**src/common/mcp_pkg.sv**
```systemverilog
package mcp_pkg;
	// register byte offsets on the wishbone slave
	localparam int unsigned ADDR_W = 8;
	localparam logic [7:0] OFF_CTRL = 8'h00;
	localparam logic [7:0] OFF_FLAGS = 8'h04;
	localparam logic [7:0] OFF_STATUS = 8'h08;
	localparam logic [7:0] OFF_MASK = 8'h0c;
	localparam logic [7:0] OFF_INFO = 8'h10;

	// control register fields
	localparam int unsigned CTRL_IRQ_EDGE = 0;
	localparam int unsigned CTRL_CLK_OFF = 1;
	localparam int unsigned CTRL_W = 2;
	localparam logic [1:0] CTRL_RESET = 2'h0;

	// condition flags register: nonmaskable mask bit
	localparam int unsigned FLAGS_XMASK = 0;

	// status and mask layout
	localparam int unsigned ST_IRQ = 0;
	localparam int unsigned ST_NMI = 1;
	localparam int unsigned ST_RST_INT = 2;
	localparam int unsigned ST_RST_EXT = 3;
	localparam int unsigned ST_W = 4;
	localparam logic [3:0] STATUS_RESET = 4'h0;
	localparam logic [3:0] MASK_RESET = 4'h0;

	// info register fields
	localparam int unsigned INFO_MODE_LSB = 0;
	localparam int unsigned INFO_CAUSE_LSB = 4;
	localparam int unsigned INFO_RST_ACTIVE = 8;
	localparam int unsigned INFO_CLK_ON = 9;

	// bus-phase clock: oscillator input divided by four
	localparam int unsigned CLK_DIV = 4;
	localparam logic [1:0] PHASE_HIGH_START = 2'h2;
	localparam logic [1:0] PHASE_LAST = 2'h3;

	// reset pin timing in bus-phase clock cycles
	localparam logic [2:0] RESET_SENSE_BUS_CYCLES = 3'h2;
	localparam logic [2:0] RESET_DRIVE_BUS_CYCLES = 3'h4;

	// operating mode, {mode_select_high, mode_select_low}
	typedef enum logic [1:0] {
		MODE_BOOTSTRAP = 2'h0,
		MODE_TEST = 2'h1,
		MODE_SINGLE = 2'h2,
		MODE_EXPANDED = 2'h3
	} mcp_mode_t;

	typedef enum logic [1:0] {
		CAUSE_NONE = 2'h0,
		CAUSE_EXTERNAL = 2'h1,
		CAUSE_CLOCK_MON = 2'h2,
		CAUSE_WATCHDOG = 2'h3
	} mcp_cause_t;

	typedef enum logic [1:0] {
		RS_RUN,
		RS_DRIVE,
		RS_SENSE,
		RS_WAIT_HIGH
	} mcp_rst_state_t;

	// synchroniser lane indices
	localparam int unsigned SY_RST = 0;
	localparam int unsigned SY_IRQ = 1;
	localparam int unsigned SY_NMI = 2;
	localparam int unsigned SY_MODE_LO = 3;
	localparam int unsigned SY_MODE_HI = 4;
	localparam int unsigned SY_N = 5;
endpackage : mcp_pkg

```
**src/logic/mcp_control_pins.sv**
```systemverilog
// Our own choices: register access over Wishbone and the address map.
`timescale 1ns/1ps
module mcp_control_pins #(
	parameter bit CLOCK_OUT_ALWAYS_ON = 1'b0,
	parameter logic [2:0] DRIVE_BUS_CYCLES = mcp_pkg::RESET_DRIVE_BUS_CYCLES
) (
	input wire logic i_clk_sys,
	input wire logic i_reset,
	input wire logic i_wb_cyc,
	input wire logic i_wb_stb,
	input wire logic i_wb_we,
	input wire logic [mcp_pkg::ADDR_W-1:0] i_wb_adr,
	input wire logic [3:0] i_wb_sel,
	input wire logic [31:0] i_wb_dat,
	output logic [31:0] o_wb_dat,
	output logic o_wb_ack,
	output logic o_irq,
	input wire logic i_reset_pin,
	output logic o_reset_pin,
	output logic o_reset_pin_oe,
	input wire logic i_clock_monitor_fail,
	input wire logic i_watchdog_monitor_fail,
	output logic o_reset_active,
	input wire logic i_stop,
	output logic o_bus_clock,
	output logic o_access_phase,
	output logic o_bus_cycle_end,
	input wire logic i_irq_n,
	input wire logic i_irq_ack,
	input wire logic i_irq_mask,
	output logic o_cpu_irq,
	input wire logic i_nonmaskable_interrupt_request_n,
	output logic o_cpu_nmi,
	input wire logic i_mode_select_low,
	output logic o_mode_select_low,
	output logic o_mode_select_low_oe,
	input wire logic i_mode_select_high,
	input wire logic i_opcode_fetch,
	output logic [1:0] o_mode
);
	// synchronisers: first stage feeds only the second stage
	logic [mcp_pkg::SY_N-1:0] sync_raw;
	logic [mcp_pkg::SY_N-1:0] sync_1;
	logic [mcp_pkg::SY_N-1:0] sync_2;

	assign sync_raw[mcp_pkg::SY_RST] = i_reset_pin;
	assign sync_raw[mcp_pkg::SY_IRQ] = i_irq_n;
	assign sync_raw[mcp_pkg::SY_NMI] = i_nonmaskable_interrupt_request_n;
	assign sync_raw[mcp_pkg::SY_MODE_LO] = i_mode_select_low;
	assign sync_raw[mcp_pkg::SY_MODE_HI] = i_mode_select_high;

	genvar gi;
	generate
		for (gi = 0; gi < mcp_pkg::SY_N; gi++) begin : g_sync
			// idle high so a quiet pin is not seen low after reset
			always_ff @(posedge i_clk_sys or posedge i_reset) begin
				if (i_reset) begin
					sync_1[gi] <= 1'b1;
					sync_2[gi] <= 1'b1;
				end else begin
					sync_1[gi] <= sync_raw[gi];
					sync_2[gi] <= sync_1[gi];
				end
			end
		end
	endgenerate

	logic pin_low;
	logic irq_low;
	logic nmi_low;
	assign pin_low = ~sync_2[mcp_pkg::SY_RST];
	assign irq_low = ~sync_2[mcp_pkg::SY_IRQ];
	assign nmi_low = ~sync_2[mcp_pkg::SY_NMI];

	// reset sequencer state
	mcp_pkg::mcp_rst_state_t rst_state, next_rst_state;
	logic [2:0] rst_cnt, next_rst_cnt;
	logic [1:0] cause, next_cause;
	logic ev_rst_int;
	logic ev_rst_ext;
	logic in_reset;
	logic bus_tick;

	assign in_reset = (rst_state != mcp_pkg::RS_RUN);

	always_comb begin
		next_rst_state = rst_state;
		next_rst_cnt = rst_cnt;
		next_cause = cause;
		ev_rst_int = 1'b0;
		ev_rst_ext = 1'b0;
		unique case (rst_state)
			mcp_pkg::RS_RUN: begin
				next_rst_cnt = 3'h0;
				if (i_clock_monitor_fail) begin
					next_rst_state = mcp_pkg::RS_DRIVE;
					next_cause = mcp_pkg::CAUSE_CLOCK_MON;
				end else if (i_watchdog_monitor_fail) begin
					next_rst_state = mcp_pkg::RS_DRIVE;
					next_cause = mcp_pkg::CAUSE_WATCHDOG;
				end else if (pin_low) begin
					next_rst_state = mcp_pkg::RS_SENSE;
					next_cause = mcp_pkg::CAUSE_NONE;
				end
			end
			mcp_pkg::RS_DRIVE: begin
				if (bus_tick) begin
					if (rst_cnt == DRIVE_BUS_CYCLES - 3'h1) begin
						next_rst_state = mcp_pkg::RS_SENSE;
						next_rst_cnt = 3'h0;
					end else begin
						next_rst_cnt = rst_cnt + 3'h1;
					end
				end
			end
			mcp_pkg::RS_SENSE: begin
				// a pin that rises early counts as an internal reset, also after a short external pull seen in RS_RUN
				if (!pin_low) begin
					next_rst_state = mcp_pkg::RS_RUN;
					ev_rst_int = 1'b1;
				end else if (bus_tick) begin
					if (rst_cnt == mcp_pkg::RESET_SENSE_BUS_CYCLES - 3'h1) begin
						next_rst_state = mcp_pkg::RS_WAIT_HIGH;
						next_cause = mcp_pkg::CAUSE_EXTERNAL;
						ev_rst_ext = 1'b1;
					end else begin
						next_rst_cnt = rst_cnt + 3'h1;
					end
				end
			end
			mcp_pkg::RS_WAIT_HIGH: begin
				if (!pin_low) begin
					next_rst_state = mcp_pkg::RS_RUN;
				end
			end
		endcase
	end

	always_ff @(posedge i_clk_sys or posedge i_reset) begin
		if (i_reset) begin
			rst_state <= mcp_pkg::RS_RUN;
			rst_cnt <= 3'h0;
			cause <= mcp_pkg::CAUSE_NONE;
		end else begin
			rst_state <= next_rst_state;
			rst_cnt <= next_rst_cnt;
			cause <= next_cause;
		end
	end

	assign o_reset_pin = 1'b0;
	assign o_reset_pin_oe = (rst_state == mcp_pkg::RS_DRIVE);
	assign o_reset_active = in_reset;

	// mode capture, refreshed on every cycle of reset
	logic [1:0] mode, next_mode;
	logic mode_valid, next_mode_valid;
	logic lir_oe, next_lir_oe;
	// sync_2 holds its reset value until the second edge, so mode waits for real pin levels
	logic [1:0] settle, next_settle;

	always_comb begin
		next_mode = mode;
		if (in_reset || !mode_valid) begin
			next_mode = {sync_2[mcp_pkg::SY_MODE_HI], sync_2[mcp_pkg::SY_MODE_LO]};
		end
		next_settle = {settle[0], 1'b1};
		next_mode_valid = !in_reset && settle[1];
		next_lir_oe = mode_valid && !in_reset && i_opcode_fetch;
	end

	always_ff @(posedge i_clk_sys or posedge i_reset) begin
		if (i_reset) begin
			mode <= mcp_pkg::MODE_BOOTSTRAP;
			mode_valid <= 1'b0;
			settle <= 2'h0;
			lir_oe <= 1'b0;
		end else begin
			mode <= next_mode;
			mode_valid <= next_mode_valid;
			settle <= next_settle;
			lir_oe <= next_lir_oe;
		end
	end

	assign o_mode = mode;
	assign o_mode_select_low = 1'b0;
	assign o_mode_select_low_oe = lir_oe;

	// bus-phase clock divider
	logic [1:0] phase, next_phase;
	logic e_int, next_e_int;
	logic e_out, next_e_out;
	logic clk_running;
	logic single_chip;
	logic clk_out_en;
	logic [mcp_pkg::CTRL_W-1:0] ctrl, next_ctrl;

	// stop cannot freeze the reset sequencer, which counts bus cycles
	assign clk_running = !i_stop || in_reset;
	assign single_chip = (mode == mcp_pkg::MODE_BOOTSTRAP) || (mode == mcp_pkg::MODE_SINGLE);
	assign clk_out_en = CLOCK_OUT_ALWAYS_ON || !(ctrl[mcp_pkg::CTRL_CLK_OFF] && single_chip);
	assign bus_tick = clk_running && (phase == mcp_pkg::PHASE_LAST);

	always_comb begin
		next_phase = phase;
		if (clk_running) begin
			next_phase = phase + 2'h1;
		end
		next_e_int = clk_running && (next_phase >= mcp_pkg::PHASE_HIGH_START);
		next_e_out = next_e_int && clk_out_en;
	end

	always_ff @(posedge i_clk_sys or posedge i_reset) begin
		if (i_reset) begin
			phase <= 2'h0;
			e_int <= 1'b0;
			e_out <= 1'b0;
		end else begin
			phase <= next_phase;
			e_int <= next_e_int;
			e_out <= next_e_out;
		end
	end

	assign o_bus_clock = e_out;
	assign o_access_phase = e_int;
	assign o_bus_cycle_end = bus_tick;

	// maskable and nonmaskable interrupt paths
	logic irq_low_d, next_irq_low_d;
	logic nmi_low_d, next_nmi_low_d;
	logic irq_latch, next_irq_latch;
	logic xmask, next_xmask;
	logic irq_fall;
	logic irq_req;
	logic xmask_clear;

	assign irq_fall = irq_low && !irq_low_d;

	always_comb begin
		next_irq_low_d = irq_low;
		next_nmi_low_d = nmi_low;
		// a new edge in the ack cycle is kept
		next_irq_latch = (irq_latch && !i_irq_ack) || (ctrl[mcp_pkg::CTRL_IRQ_EDGE] && irq_fall);
		if (!ctrl[mcp_pkg::CTRL_IRQ_EDGE]) begin
			next_irq_latch = 1'b0;
		end
		next_xmask = xmask && !xmask_clear;
		if (in_reset) begin
			next_xmask = 1'b1;
		end
	end

	always_ff @(posedge i_clk_sys or posedge i_reset) begin
		if (i_reset) begin
			irq_low_d <= 1'b0;
			nmi_low_d <= 1'b0;
			irq_latch <= 1'b0;
			xmask <= 1'b1;
		end else begin
			irq_low_d <= next_irq_low_d;
			nmi_low_d <= next_nmi_low_d;
			irq_latch <= next_irq_latch;
			xmask <= next_xmask;
		end
	end

	// level mode re-asserts by itself once the cpu mask bit drops
	assign irq_req = ctrl[mcp_pkg::CTRL_IRQ_EDGE] ? irq_latch : irq_low;
	assign o_cpu_irq = irq_req && !i_irq_mask && !in_reset;
	assign o_cpu_nmi = nmi_low && !xmask && !in_reset;

	// wishbone slave, one wait state then ack
	logic ack, next_ack;
	logic [31:0] rdat, next_rdat;
	logic [mcp_pkg::ST_W-1:0] status, next_status;
	logic [mcp_pkg::ST_W-1:0] mask, next_mask;
	logic [mcp_pkg::ST_W-1:0] events;
	logic access;
	logic wr_byte0;
	logic rd_status;

	assign access = i_wb_cyc && i_wb_stb && !ack;
	assign wr_byte0 = access && i_wb_we && i_wb_sel[0];
	assign rd_status = access && !i_wb_we && (i_wb_adr == mcp_pkg::OFF_STATUS);
	assign xmask_clear = wr_byte0 && (i_wb_adr == mcp_pkg::OFF_FLAGS)
		&& i_wb_dat[mcp_pkg::FLAGS_XMASK];

	always_comb begin
		events = '0;
		events[mcp_pkg::ST_IRQ] = irq_fall;
		events[mcp_pkg::ST_NMI] = nmi_low && !nmi_low_d && !xmask;
		events[mcp_pkg::ST_RST_INT] = ev_rst_int;
		events[mcp_pkg::ST_RST_EXT] = ev_rst_ext;
	end

	always_comb begin
		next_ack = access;
		next_ctrl = ctrl;
		next_mask = mask;
		next_rdat = 32'h0;
		// read clear first, new events after, so a coinciding event stays
		next_status = (rd_status ? '0 : status) | events;
		if (wr_byte0 && (i_wb_adr == mcp_pkg::OFF_CTRL)) begin
			next_ctrl = i_wb_dat[mcp_pkg::CTRL_W-1:0];
		end
		if (wr_byte0 && (i_wb_adr == mcp_pkg::OFF_MASK)) begin
			next_mask = i_wb_dat[mcp_pkg::ST_W-1:0];
		end
		if (access && !i_wb_we) begin
			unique case (i_wb_adr)
				mcp_pkg::OFF_CTRL: next_rdat[mcp_pkg::CTRL_W-1:0] = ctrl;
				mcp_pkg::OFF_FLAGS: next_rdat[mcp_pkg::FLAGS_XMASK] = xmask;
				mcp_pkg::OFF_STATUS: next_rdat[mcp_pkg::ST_W-1:0] = status;
				mcp_pkg::OFF_MASK: next_rdat[mcp_pkg::ST_W-1:0] = mask;
				mcp_pkg::OFF_INFO: begin
					next_rdat[mcp_pkg::INFO_MODE_LSB +: 2] = mode;
					next_rdat[mcp_pkg::INFO_CAUSE_LSB +: 2] = cause;
					next_rdat[mcp_pkg::INFO_RST_ACTIVE] = in_reset;
					next_rdat[mcp_pkg::INFO_CLK_ON] = clk_out_en;
				end
				default: next_rdat = 32'h0;
			endcase
		end
		if (in_reset) begin
			next_ctrl = mcp_pkg::CTRL_RESET;
		end
	end

	always_ff @(posedge i_clk_sys or posedge i_reset) begin
		if (i_reset) begin
			ack <= 1'b0;
			rdat <= 32'h0;
			ctrl <= mcp_pkg::CTRL_RESET;
			mask <= mcp_pkg::MASK_RESET;
			status <= mcp_pkg::STATUS_RESET;
		end else begin
			ack <= next_ack;
			rdat <= next_rdat;
			ctrl <= next_ctrl;
			mask <= next_mask;
			status <= next_status;
		end
	end

	assign o_wb_ack = ack;
	assign o_wb_dat = rdat;
	assign o_irq = |(status & mask);
endmodule : mcp_control_pins

```
**config.mk**
```make
export PLATFORM = sky130hd
export DESIGN_NAME = mcp_control_pins
export DESIGN_NICKNAME = d
export VERILOG_FILES = /design/src/common/mcp_pkg.sv /design/src/logic/mcp_control_pins.sv
export SDC_FILE = /design/constraint.sdc
export NUM_CORES = 1
export LEC_CHECK = 0
export ABC_AREA = 1
export BUFFER_PORTS_ARGS = -buffer_cell sky130_fd_sc_hd__clkbuf_2
export CAP_MARGIN = 15
export CORE_UTILIZATION = 50
export CTS_BUF_LIST = sky130_fd_sc_hd__clkbuf_4 sky130_fd_sc_hd__clkbuf_8
export DETAILED_ROUTE_END_ITERATION = 12
export GPL_TIMING_DRIVEN = 0
export PLACE_DENSITY = 0.81
export SYNTH_ARGS = -nofsm -noshare
export SYNTH_HDL_FRONTEND = slang
export SYNTH_SLANG_ARGS = --single-unit
```
**constraint.sdc**
```tcl
create_clock -name i_clk_sys -period 1.65 [get_ports i_clk_sys]
set_input_delay 0.33 -clock i_clk_sys [delete_from_list [all_inputs] [get_ports i_clk_sys]]
set_output_delay 0.33 -clock i_clk_sys [all_outputs]
set_load 0.01 [all_outputs]
```
==> reports/summary.md, run 1 <==
The flow ran to the end, but the final reports show violations. The checks that failed: setup timing. Global routing consumed, on the met2 layer, 35.5% of the routing resources. Setup violations remaining at the end of the flow were counted as 3. Layout-stage area growth over the synthesis result: 28.4%. Setup repair after global routing could not meet its margin everywhere. The count of pins over their slew limit was 0; the global routing usage on met3 was 4.53%. Tracing the worst setup path back leads to its startpoint at rst_state[0]. The tools report the final critical-path setup slack as -0.0903 ns.

The half-perimeter wire length after placement came out at 3720 µm. The first TritonRoute pass finished after 4 iterations. The total placed instance area was 0.00298 mm²; the portion of the post-synthesis area used by sequential elements was 49.7%.

The die covers 0.00538 mm². The worst register-to-register path begins at rst_state[0]. The buffer type at the clock tree root was clkbuf_8. For the via count, the log shows 2,029. The die boundary width is 73.3 µm. For this run, design rule violations remaining after detail routing come to 0. Clock-pin slew was measured on the worst setup and hold paths at 0.09 ns.

Using the TritonRoute via totals, the vias-per-cell ratio works out to 4.58. The tools report the minimum setup slack among reg-to-reg paths as 0.04 ns. In this run the static leakage power is 0.00174 µW.

The gate count of the mapped netlist was 279; the number of core rows was 25. The initial antenna violation count is 0. The most common library cell in the layout ignoring fill and taps was nand2_1. The total routing resource utilization after global routing is 21.0%. The data arrival time of the critical path came out at 1.41 ns.

The worst register-to-register path has a depth of 12. Total of flip-flops plus latches after synthesis: 50. The routed wirelength normalized by instance count is 11.6 µm, and the timing-limited maximum frequency is 575 MHz. The number of design-rule violations left by the first detailed-router iteration is 127. Routability-driven placement finished with a final weighted congestion of 0.841. The die extent in y came out at 73.3 µm.

The worst register-to-register path ends at rst_state[1]. The first global-routing pass estimated 8360 µm of wire. The run gives 32 as the number of library cell types mapped by synthesis.

TritonCTS built the clock tree. The run gives 26.4% as the met1 routing resource usage after global routing. The repair_antennas step left the layout with diodes totalling 0.

The setup clock skew after layout was 0.00970 ns; the cell area after synthesis was 0.00254 mm². The run gives 0.000782 V as the worst ir drop on vdd. Cell taking the most area after synthesis: dfrtp_1. The ratio of final minimum period to clock period is 105%. In this run the deepest clock path goes through 2 buffers. The layer with the highest usage is met2.

The count of nets left with antenna violations once routing finished came out at 0. The final-report hold violation count is 0. The setup path with the least slack is of type reg2out. Entering global routing, the biggest net connects 38 pins.

The placeable core area was 0.00482 mm²; the peak fanout along the critical path was 4. The tools report the clock insertion delay at the later pin of the skew report as 0.31 ns. After synthesis, the mean cell area works out to 9.12 µm². In this run the biggest area consumer among cell types represents 38.3% of the synthesized area. Dividing total power by cell area gives a power density of 1190 mW/mm².

The H-tree was split into 2 levels. The logs give 0 for the number of maximum-capacitance violations and 0 for the count of synthesis-stage warnings from yosys. The tree built by TritonCTS fans out to 50 sinks.

The startpoint class of the critical path was a flip-flop. Global routing finished with a remaining overflow of 0. The count of pins on the block boundary came out at 106. The finished cells cover 0.00327 mm². For the worst setup path, the data required time is 1.32 ns. By area the synthesized netlist is led by dfrtp_1 (38%), dfstp_2 (11%), nand2_1 (8.4%), buf_4 (8.0%), ha_1 (5.4%).

The cell count after placement came out at 420. The final layout contains routed wiring with a total length of 5140 µm. The top cell types in the final layout, fill and taps aside, are nand2_1 (55), clkbuf_2 (45), buf_4 (39), dfrtp_1 (39), conb_1 (27). The via count of the first global-routing pass is 1,878.

The most critical setup path has its endpoint at o_cpu_irq. Type of the most critical hold path: in2reg. The count of input and output buffers is 48, and the total clock buffers created by CTS is 5. For the effective utilization at floorplan, the log shows 52.8%.

Cells fill 67.8% of the core in the end. The proportion of layout cells with a drive suffix above 1 was 39.9%; the minimum period implied by the final worst setup slack was 1.74 ns. Leaving out filler cells and counting taps, the final layout contains 443. Kind of end point of the critical path: an output pin. The final-stage net count is 446.
-- state kept, by name, summed over array words and instances (netlist names) --
| register | cells |
|---|---|
| rst_state | 2 |
| o_wb_ack | 1 |
| o_wb_dat | 8 |
| ctrl | 2 |
| cause | 2 |
| o_bus_clock | 1 |
| nmi_low_d | 1 |
| rst_cnt | 3 |
| sync_2 | 5 |
| mask | 4 |
| mode_valid | 1 |
| sync_1 | 5 |
| o_mode | 2 |
| o_mode_select_low_oe | 1 |
| o_access_phase | 1 |
| phase | 2 |
| settle | 2 |
| irq_latch | 1 |
| irq_low_d | 1 |
| xmask | 1 |
| status | 4 |
-- where the power goes --
group	switching [µW]	internal [µW]	leakage, µW
sequential	91.5	1400	0.000609
combinational	930	752	0.00109
clock	427	303	0.0000408
total	1450	2450	0.00174
-- layer usage --
| metal | wire (µm) | vias to the layer above |
|---|---|---|
| li1 | - | 1014 |
| met1 | 2240 | 933 |
| met2 | 2530 | 70 |
| met3 | 252 | 12 |
| met4 | 123 | 0 |
| met5 | 0 | - |
-- cells in the mapped netlist --
cell type,count
nand3_1,23
nor2_1,23
ha_1,11
a31oi_1,1
o21ai_2,3
nor3_4,1
a211oi_1,1
nor2_4,6
o21ai_0,6
o31ai_1,1
nor2_2,1
inv_2,11
xor2_1,1
inv_1,25
clkinv_1,1
mux2_1,2
or2_2,2
conb_1,2
nand3_4,1
dfrtp_1,39
nand2_1,57
o22ai_1,1
dfstp_2,11
nand2_2,5
a21boi_4,1
and3_4,1
o31a_1,1
buf_4,27
o21ai_1,8
nor3_1,3
nand4_1,2
a21oi_1,1
-- kinds of logic after synthesis --
family / after synthesis / synth area share, %
AND/OR/NAND/NOR: 125 / 23.8
buffers and inverters: 64 / 13.4
flip-flops: 50 / 49.7
AO/OA/AOI/OAI: 24 / 6.15
adder cells (fa/ha/maj): 11 / 5.41
other: 2 / 0.295
multiplexers: 2 / 0.885
XOR/XNOR: 1 / 0.344
-- how the worst min path moves through the flow --
stage	start	to	slack, ns	cells after the start
2_1_floorplan	settle[0]	settle[1]	0.33	0
3_3_place_gp	settle[0]	settle[1]	0.33	0
3_5_place_dp	i_reset	o_wb_dat[9]	0.29	2
4_1_cts	i_irq_n	sync_1[1]	0.08	1
5_1_grt	i_nonmaskable_interrupt_request_n	sync_1[2]	0.07	1
6_report	i_nonmaskable_interrupt_request_n	sync_1[2]	0.09	1
-- final cells by class --
class | count | area (µm²)
well taps | 67 | 83.8
inverters | 37 | 144
plain buffers | 27 | 206
clock inverters | 3 | 23.8
fillers | 403 | 1550
flip-flops and latches | 50 | 1260
repair buffers | 64 | 385
multi-input cells | 190 | 1090
clock buffers | 5 | 68.8
-- metrics by stage --
step | setup slack [ns] | setup TNS [ns] | hold slack [ns] | total power [µW]
after floorplan | 0.0421 | 0 | 0.331 | 2390
after global placement | -0.422 | -16.71 | 0.333 | 2660
after detailed placement | -0.0909 | -0.0909 | 0.288 | 2720
after CTS | -0.0866 | -0.0967 | 0.0772 | 3680
after global routing | -0.156 | -0.403 | 0.0688 | 4150
final | -0.0903 | -0.156 | 0.0909 | 3900
-- timing repair --
item | CTS | global route
endpoints found under the hold margin | 13 | 0
buffers inserted | 7 | 7
setup endpoints to repair | 5 | 8
hold buffers | 1 | 0
resized for setup | 9 | 13
pin swaps | 3 | 7
-- worst max-delay path, cell delays in order, from the launching register on --
cell and delay [ns]:
dfrtp_1 0.42, inv_2 0.09, ha_4 0.15, buf_6 0.11, inv_4 0.04, a211oi_2 0.12
buf_2 0.16
No activity file was read; power rests on OpenSTA's default activity.
==> run 2: changes to the inputs <==
--- a/config.mk
+++ b/config.mk
@@ -11,6 +11,7 @@
 export CORE_UTILIZATION = 50
 export CTS_BUF_LIST = sky130_fd_sc_hd__clkbuf_4 sky130_fd_sc_hd__clkbuf_8
 export DETAILED_ROUTE_END_ITERATION = 12
+export GPL_ROUTABILITY_DRIVEN = 0
 export GPL_TIMING_DRIVEN = 0
 export PLACE_DENSITY = 0.81
 export SYNTH_ARGS = -nofsm -noshare
==> constraint.sdc (replaced) <==
create_clock -name i_clk_sys -period 1.65 [get_ports i_clk_sys]
set_input_delay 0.33 -clock i_clk_sys [delete_from_list [all_inputs] [get_ports i_clk_sys]]
set_output_delay 0.33 -clock i_clk_sys [all_outputs]
set_load 0.005 [all_outputs]
==> reports/summary.md, run 2 (same netlist as run 1, synthesis figures left out) <==
The worst-case clock buffer depth is 2, and the endpoint required time on the critical path is 1.32 ns. The final-report hold violation count is 0. The type of the most critical hold path is in2reg.

The H-tree was split into 2 levels. The half-perimeter wire length after placement came out at 3720 µm. Timing-limited maximum frequency: 583 MHz. The layout-stage area growth over the synthesis result is 27.0%. The number of design-rule violations left by the first detailed-router iteration was 120. The tools report the buffer type at the clock tree root as clkbuf_8.

For this design the static power due to leakage is 0.00172 µW. The number of placed instances, taps included, is 420. The total buffers and inverters traversed by the critical path was 4. The areal power density over the cells is 1170 mW/mm², and the minimum period implied by the final worst setup slack is 1.71 ns. The register with the most flip-flops in the layout has 8 of them. The peak fanout along the critical path came out at 4.

The tools report the count of pins over their slew limit as 0. The checks that failed: setup timing. The initialized floorplan defines 25 standard-cell rows.

The total overflow left after global routing is 0. The clock insertion delay at the later pin of the skew report was 0.31 ns. The initial antenna violation count was 0; the number of antenna diodes was 0. The run finished, with violations left. The initial utilization of the core area, before any placement, comes to 52.8%. After detailed routing, the total wire length is 4970 µm. The via count is 1,998. Setup repair after global routing could not meet its margin everywhere. Cells with a size suffix above 1 make up 39.4% of the layout.

Traced cell by cell, the critical path runs through inv_2 > ha_4 > buf_6 > inv_4 > a211oi_2 > buf_2. For the via count of the first global-routing pass, the log shows 1,873. The logs give 1.38 ns for the data arrival time of the critical path and 0 for the DRC violations left. Across the run, the number of max-cap violations was 0. IR analysis of the VDD net gives a maximum drop of 0.000762 V.

106 I/O pins were placed. The startpoint class of the critical path is a flip-flop. Across the routed clock network, the largest skew measured is 0.0108 ns. In this run the vertical extent of the chip is 73.3 µm.

The routed wirelength normalized by instance count is 11.3 µm, and the full die area is 0.00538 mm². After the flow finishes, the layout carries non-filler instances totaling 440. The run gives 5 as the total clock buffers created by CTS. The largest single stage delay on the critical path is 0.42 ns.

The die boundary width was 73.3 µm; the final critical-path setup slack was -0.0640 ns. Remaining number of nets flagged by the antenna check after routing: 0. In the layout the commonest cells are nand2_1 (55), clkbuf_2 (46), dfrtp_1 (39).

The kind of critical path is reg2out. Setup violations remaining at the end of the flow were counted as 2. Entering global routing, the biggest net connects 38 pins. Leaving out fill and tap cells, the most frequent cell in the layout is nand2_1. The clock input transition at the sequential cells of the worst setup and hold paths was 0.09 ns.

For this run, the detailed router's first-pass iteration total came to 4. Prior to clock tree synthesis, the placed netlist has a worst setup slack of -0.0714 ns. In the final design database the tool counted 443 nets.

In the finished design, the share of the clock period the worst path needs comes to 104%. Counting every sink on the clock net gives 50. Global-route wire length before repair: 8330 µm.

Family with the most delay on the worst path: flip-flops. In the routed layout, each cell is associated on average with a via count of 4.54. In the global route stage, overall resource usage came out at 21.0%. The core region is 0.00482 mm². The worst setup path is captured at an output pin.

TritonCTS built the clock tree. The count of input and output buffers is 48. The slowest stage of the critical path belongs to the cell dfrtp_1.
-- run 2: cell type report --
class / count / area (µm²)
well taps: 67 / 83.8
inverters: 37 / 141
repair buffers: 61 / 353
plain buffers: 27 / 206
clock inverters: 3 / 23.8
flip-flops and latches: 50 / 1260
clock buffers: 5 / 68.8
fillers: 406 / 1590
multi-input cells: 190 / 1090
-- run 2: per-stage QoR --
step / util [%] / hold slack (ns) / total power (µW) / cell area [µm²] / setup TNS [ns]
final: 67.1 / 0.0889 / 3780 / 3230 / -0.115
after CTS: 65.7 / 0.0772 / 3620 / 3160 / -0.0672
after detailed placement: 61.9 / 0.288 / 2680 / 2980 / -0.0714
after floorplan: - / 0.331 / 2350 / 2640 / 0
after global placement: 61.5 / 0.333 / 2620 / 2960 / -16.69
after global routing: 67.1 / 0.0688 / 4040 / 3230 / -0.360
-- run 2: routing by layer --
metal	global-route usage, %	vias to the layer above	wire (µm)
met5	0	-	0
li1	-	1006	-
met1	26.3	928	2210
met3	4.53	8	208
met2	35.4	56	2460
met4	8.55	0	100
-- run 2: report_power, final --
| group | internal [µW] | leakage [µW] | switching (µW) | total, µW |
|---|---|---|---|---|
| combinational | 706 | 0.00107 | 849 | 1560 |
| sequential | 1400 | 0.000609 | 90.7 | 1490 |
| clock | 304 | 0.0000408 | 431 | 735 |
| total | 2410 | 0.00172 | 1370 | 3780 |
-- run 2: final timing paths --
path                                                   start          end  slack, ns  cells after the start
max                                             rst_state[0]    o_cpu_irq      -0.06                      6
min                        i_nonmaskable_interrupt_request_n    sync_1[2]       0.09                      1
max reg2reg                                     rst_state[0]   rst_cnt[0]       0.06                     11
min reg2reg                                        sync_1[0]    sync_2[0]       0.36                      0
max in group asynchronous                            i_reset    sync_1[2]       0.60                      4
min in group asynchronous                            i_reset  o_wb_dat[1]       0.49                      3
-- run 2: timing repair --
item | in CTS | in global routing
endpoints found under the hold margin | 13 | 0
hold buffers | 1 | 0
endpoints found under the setup margin | 5 | 8
resized for setup | 8 | 9
setup buffers | 7 | 4
pin swaps | 3 | 3
gates cloned | 0 | 0
==> run 3: changes to the inputs <==
--- a/config.mk
+++ b/config.mk
@@ -14,6 +14,9 @@
 export GPL_ROUTABILITY_DRIVEN = 0
 export GPL_TIMING_DRIVEN = 0
 export PLACE_DENSITY = 0.81
+export RECOVER_POWER = 25
+export REMOVE_ABC_BUFFERS = 1
+export SKIP_CTS_REPAIR_TIMING = 1
 export SYNTH_ARGS = -nofsm -noshare
 export SYNTH_HDL_FRONTEND = slang
 export SYNTH_SLANG_ARGS = --single-unit
==> reports/summary.md, run 3 (same netlist as run 1, synthesis figures left out) <==
The via count of the first global-routing pass was 1,806; the count of input and output buffers was 48. The total placed instance area came out at 0.00278 mm². IR analysis of the VDD net gives a maximum drop of 0.000661 V. After global routing the overflow that remains totals 0. Leaving out fill and tap cells, the most frequent cells in the layout are nand2_1 (57), clkbuf_2 (48), dfrtp_1 (37). The root buffer cell chosen for the clock tree is clkbuf_8. For the fill cell instance count of the final layout, the log shows 432. For the endpoint required time on the critical path, the log shows 1.32 ns.

The tightest min-delay check is of the in2reg type. The half-perimeter wire length after placement came out at 3510 µm. Areal power density over the cells: 1240 mW/mm². From synthesis to final layout, the design area changed by 17.1%.

The proportion of layout cells with a drive suffix above 1 came out at 33.3%. The signal on the critical path passes through inv_2 > ha_4 > inv_4 > a211oi_2 > buf_2. The run gives 0.00157 µW as the leakage component of the power. The floorplan step set the die height to 73.3 µm. The initial utilization of the core area, before any placement, comes to 52.8%. The multi-input logic area is 0.00105 mm². The clock net in this run drives a total of 50 sinks.

The standard cell with the maximum stage delay on the critical path is dfrtp_2. The final-stage net count was 415. The setup-violating endpoint count in the final report came out at 4.

The setup clock skew after layout was 0.0128 ns; the full die area was 0.00538 mm². The final-report hold violation count came out at 0. The smallest clock period supported by the final layout is computed as 1.79 ns.

The most common library cell in the layout ignoring fill and taps was nand2_1. The worst pin sits at a relative slew slack of 64.4%. The layer with the highest usage was met2. The launch point of the worst path is rst_state[0].

The routed wirelength normalized by instance count works out to 12.2 µm. The worst-case clock buffer depth is 2, and the total routing resource utilization after global routing is 19.0%. After clock tree synthesis, the clock-pin slew on the worst setup and hold paths is 0.09 ns.

The initial antenna violation count was 0. The final reports fail on setup timing. The number of detailed-routing iterations run before antenna repair is 4, and the number of vias per cell is 4.75. The flow ran to the end, but the final reports show violations. The number of design-rule violations left by the first detailed-router iteration was 84. After detailed routing, the number of remaining DRC violations is 0.

Along the worst path, the maximum fanout reaches 6. Row generation in the floorplan step produced 25 rows. STA classifies the critical path startpoint as a flip-flop. The clock insertion delay at the later pin of the skew report is 0.31 ns, and the met1 routing resource usage after global routing is 24.2%. Broken down by cell family, the worst path's largest delay share belongs to flip-flops. CTS built an H-tree with a depth of 2. Data arrival time of the critical path: 1.46 ns. The core region is 0.00482 mm².

The number of maximum-capacitance violations is 0, and the global-route met2 utilization is 32.2%. The run gives 0 as the number of antenna diodes. Together, buffers and inverters on the worst path number 3. The first global-routing pass estimated 7720 µm of wire. Entering global routing, the biggest net connects 42 pins. The run gives 5010 µm as the total wire length after detailed routing. The tools report the final critical-path setup slack as -0.142 ns.

The final sum of negative setup slack is -0.220 ns. For the final design instance area without fill, the log shows 0.00298 mm². From left edge to right edge, the die measures 73.3 µm. Kind of end point of the critical path: an output pin. The via count is 1,956, and the number of flip-flops under the largest register name is 8.

The run gives 558 MHz as the timing-limited maximum frequency. Worst stage delay on the critical path: 0.44 ns. TritonCTS built the clock tree.

Setup repair after global routing could not meet its margin everywhere. The kind of critical path is reg2out. The measured slew at the worst slew-check pin is 0.534 ns, and the pre-CTS worst setup slack is -0.202 ns. For this design the top-level I/O count stands at 106. The final critical path takes up 109% of the cycle. The tools report the worst flop-to-flop path startpoint as rst_state[0]. Global routing usage on met3: 4.12%.

In this run the most critical hold path is launched from i_irq_n. TritonCTS created 5 clock buffers. The tools report the register area as 0.00127 mm².

In this run the remaining antenna-violating nets after routing total 0. The count of pins over their slew limit came out at 0.
-- run 3: changes by cell type in the layout (fill, tap and decap cells not counted), moves of 2 or more --
cell and change:
dfrtp_2 +2, buf_4 -28, ha_4 -2, nand2_1 +2, dfrtp_1 -2, clkbuf_2 +2
inv_2 -2, nand2_2 -2
-- run 3: layer usage --
metal  routed length [µm]  part of all wire (%)
met4                   99                   2.0
met5                    0                     0
met3                  310                   6.2
met2                 2430                    49
met1                 2170                    43
-- run 3: path summary, 6_finish.rpt --
| check | to | slack [ns] | depth (start not counted) |
|---|---|---|---|
| setup / recovery | o_cpu_irq | -0.14 | 5 |
| hold / removal | sync_1[1] | 0.1 | 1 |
| setup reg to reg | rst_cnt[0] | 0.10 | 8 |
| hold reg to reg | sync_2[2] | 0.35 | 0 |
| max in group asynchronous | sync_1[4] | 0.21 | 4 |
| min in group asynchronous | rst_cnt[0] | 0.52 | 3 |
-- run 3: power by group --
| group | switching [µW] | internal [µW] | total, µW | leakage, µW |
|---|---|---|---|---|
| Combinational | 830 | 601 | 1430 | 0.000913 |
| Clock | 418 | 346 | 763 | 0.0000478 |
| Sequential | 90.7 | 1400 | 1490 | 0.000606 |
| Total | 1340 | 2350 | 3680 | 0.00157 |
-- run 3: final cells by class --
| type | count | area share, % |
|---|---|---|
| clock buffer | 6 | 2.77 |
| clock inverter | 2 | 0.546 |
| inverter | 37 | 4.83 |
| multi-input combinational | 190 | 35.4 |
| sequential | 50 | 42.5 |
| tap | 67 | 2.81 |
| timing repair buffer | 60 | 11.1 |
-- run 3: metrics by stage --
stage / instances / hold WS (ns) / total power [µW] / util (%)
3_3_place_gp: 392 / 0.334 / 2550 / 57.3
2_1_floorplan: 277 / 0.331 / 2290 / -
6_report: 412 / 0.0971 / 3680 / 61.8
5_1_grt: 412 / 0.0911 / 3940 / 61.8
3_5_place_dp: 393 / 0.257 / 2620 / 57.7
4_1_cts: 401 / -0.0717 / 3380 / 59.8
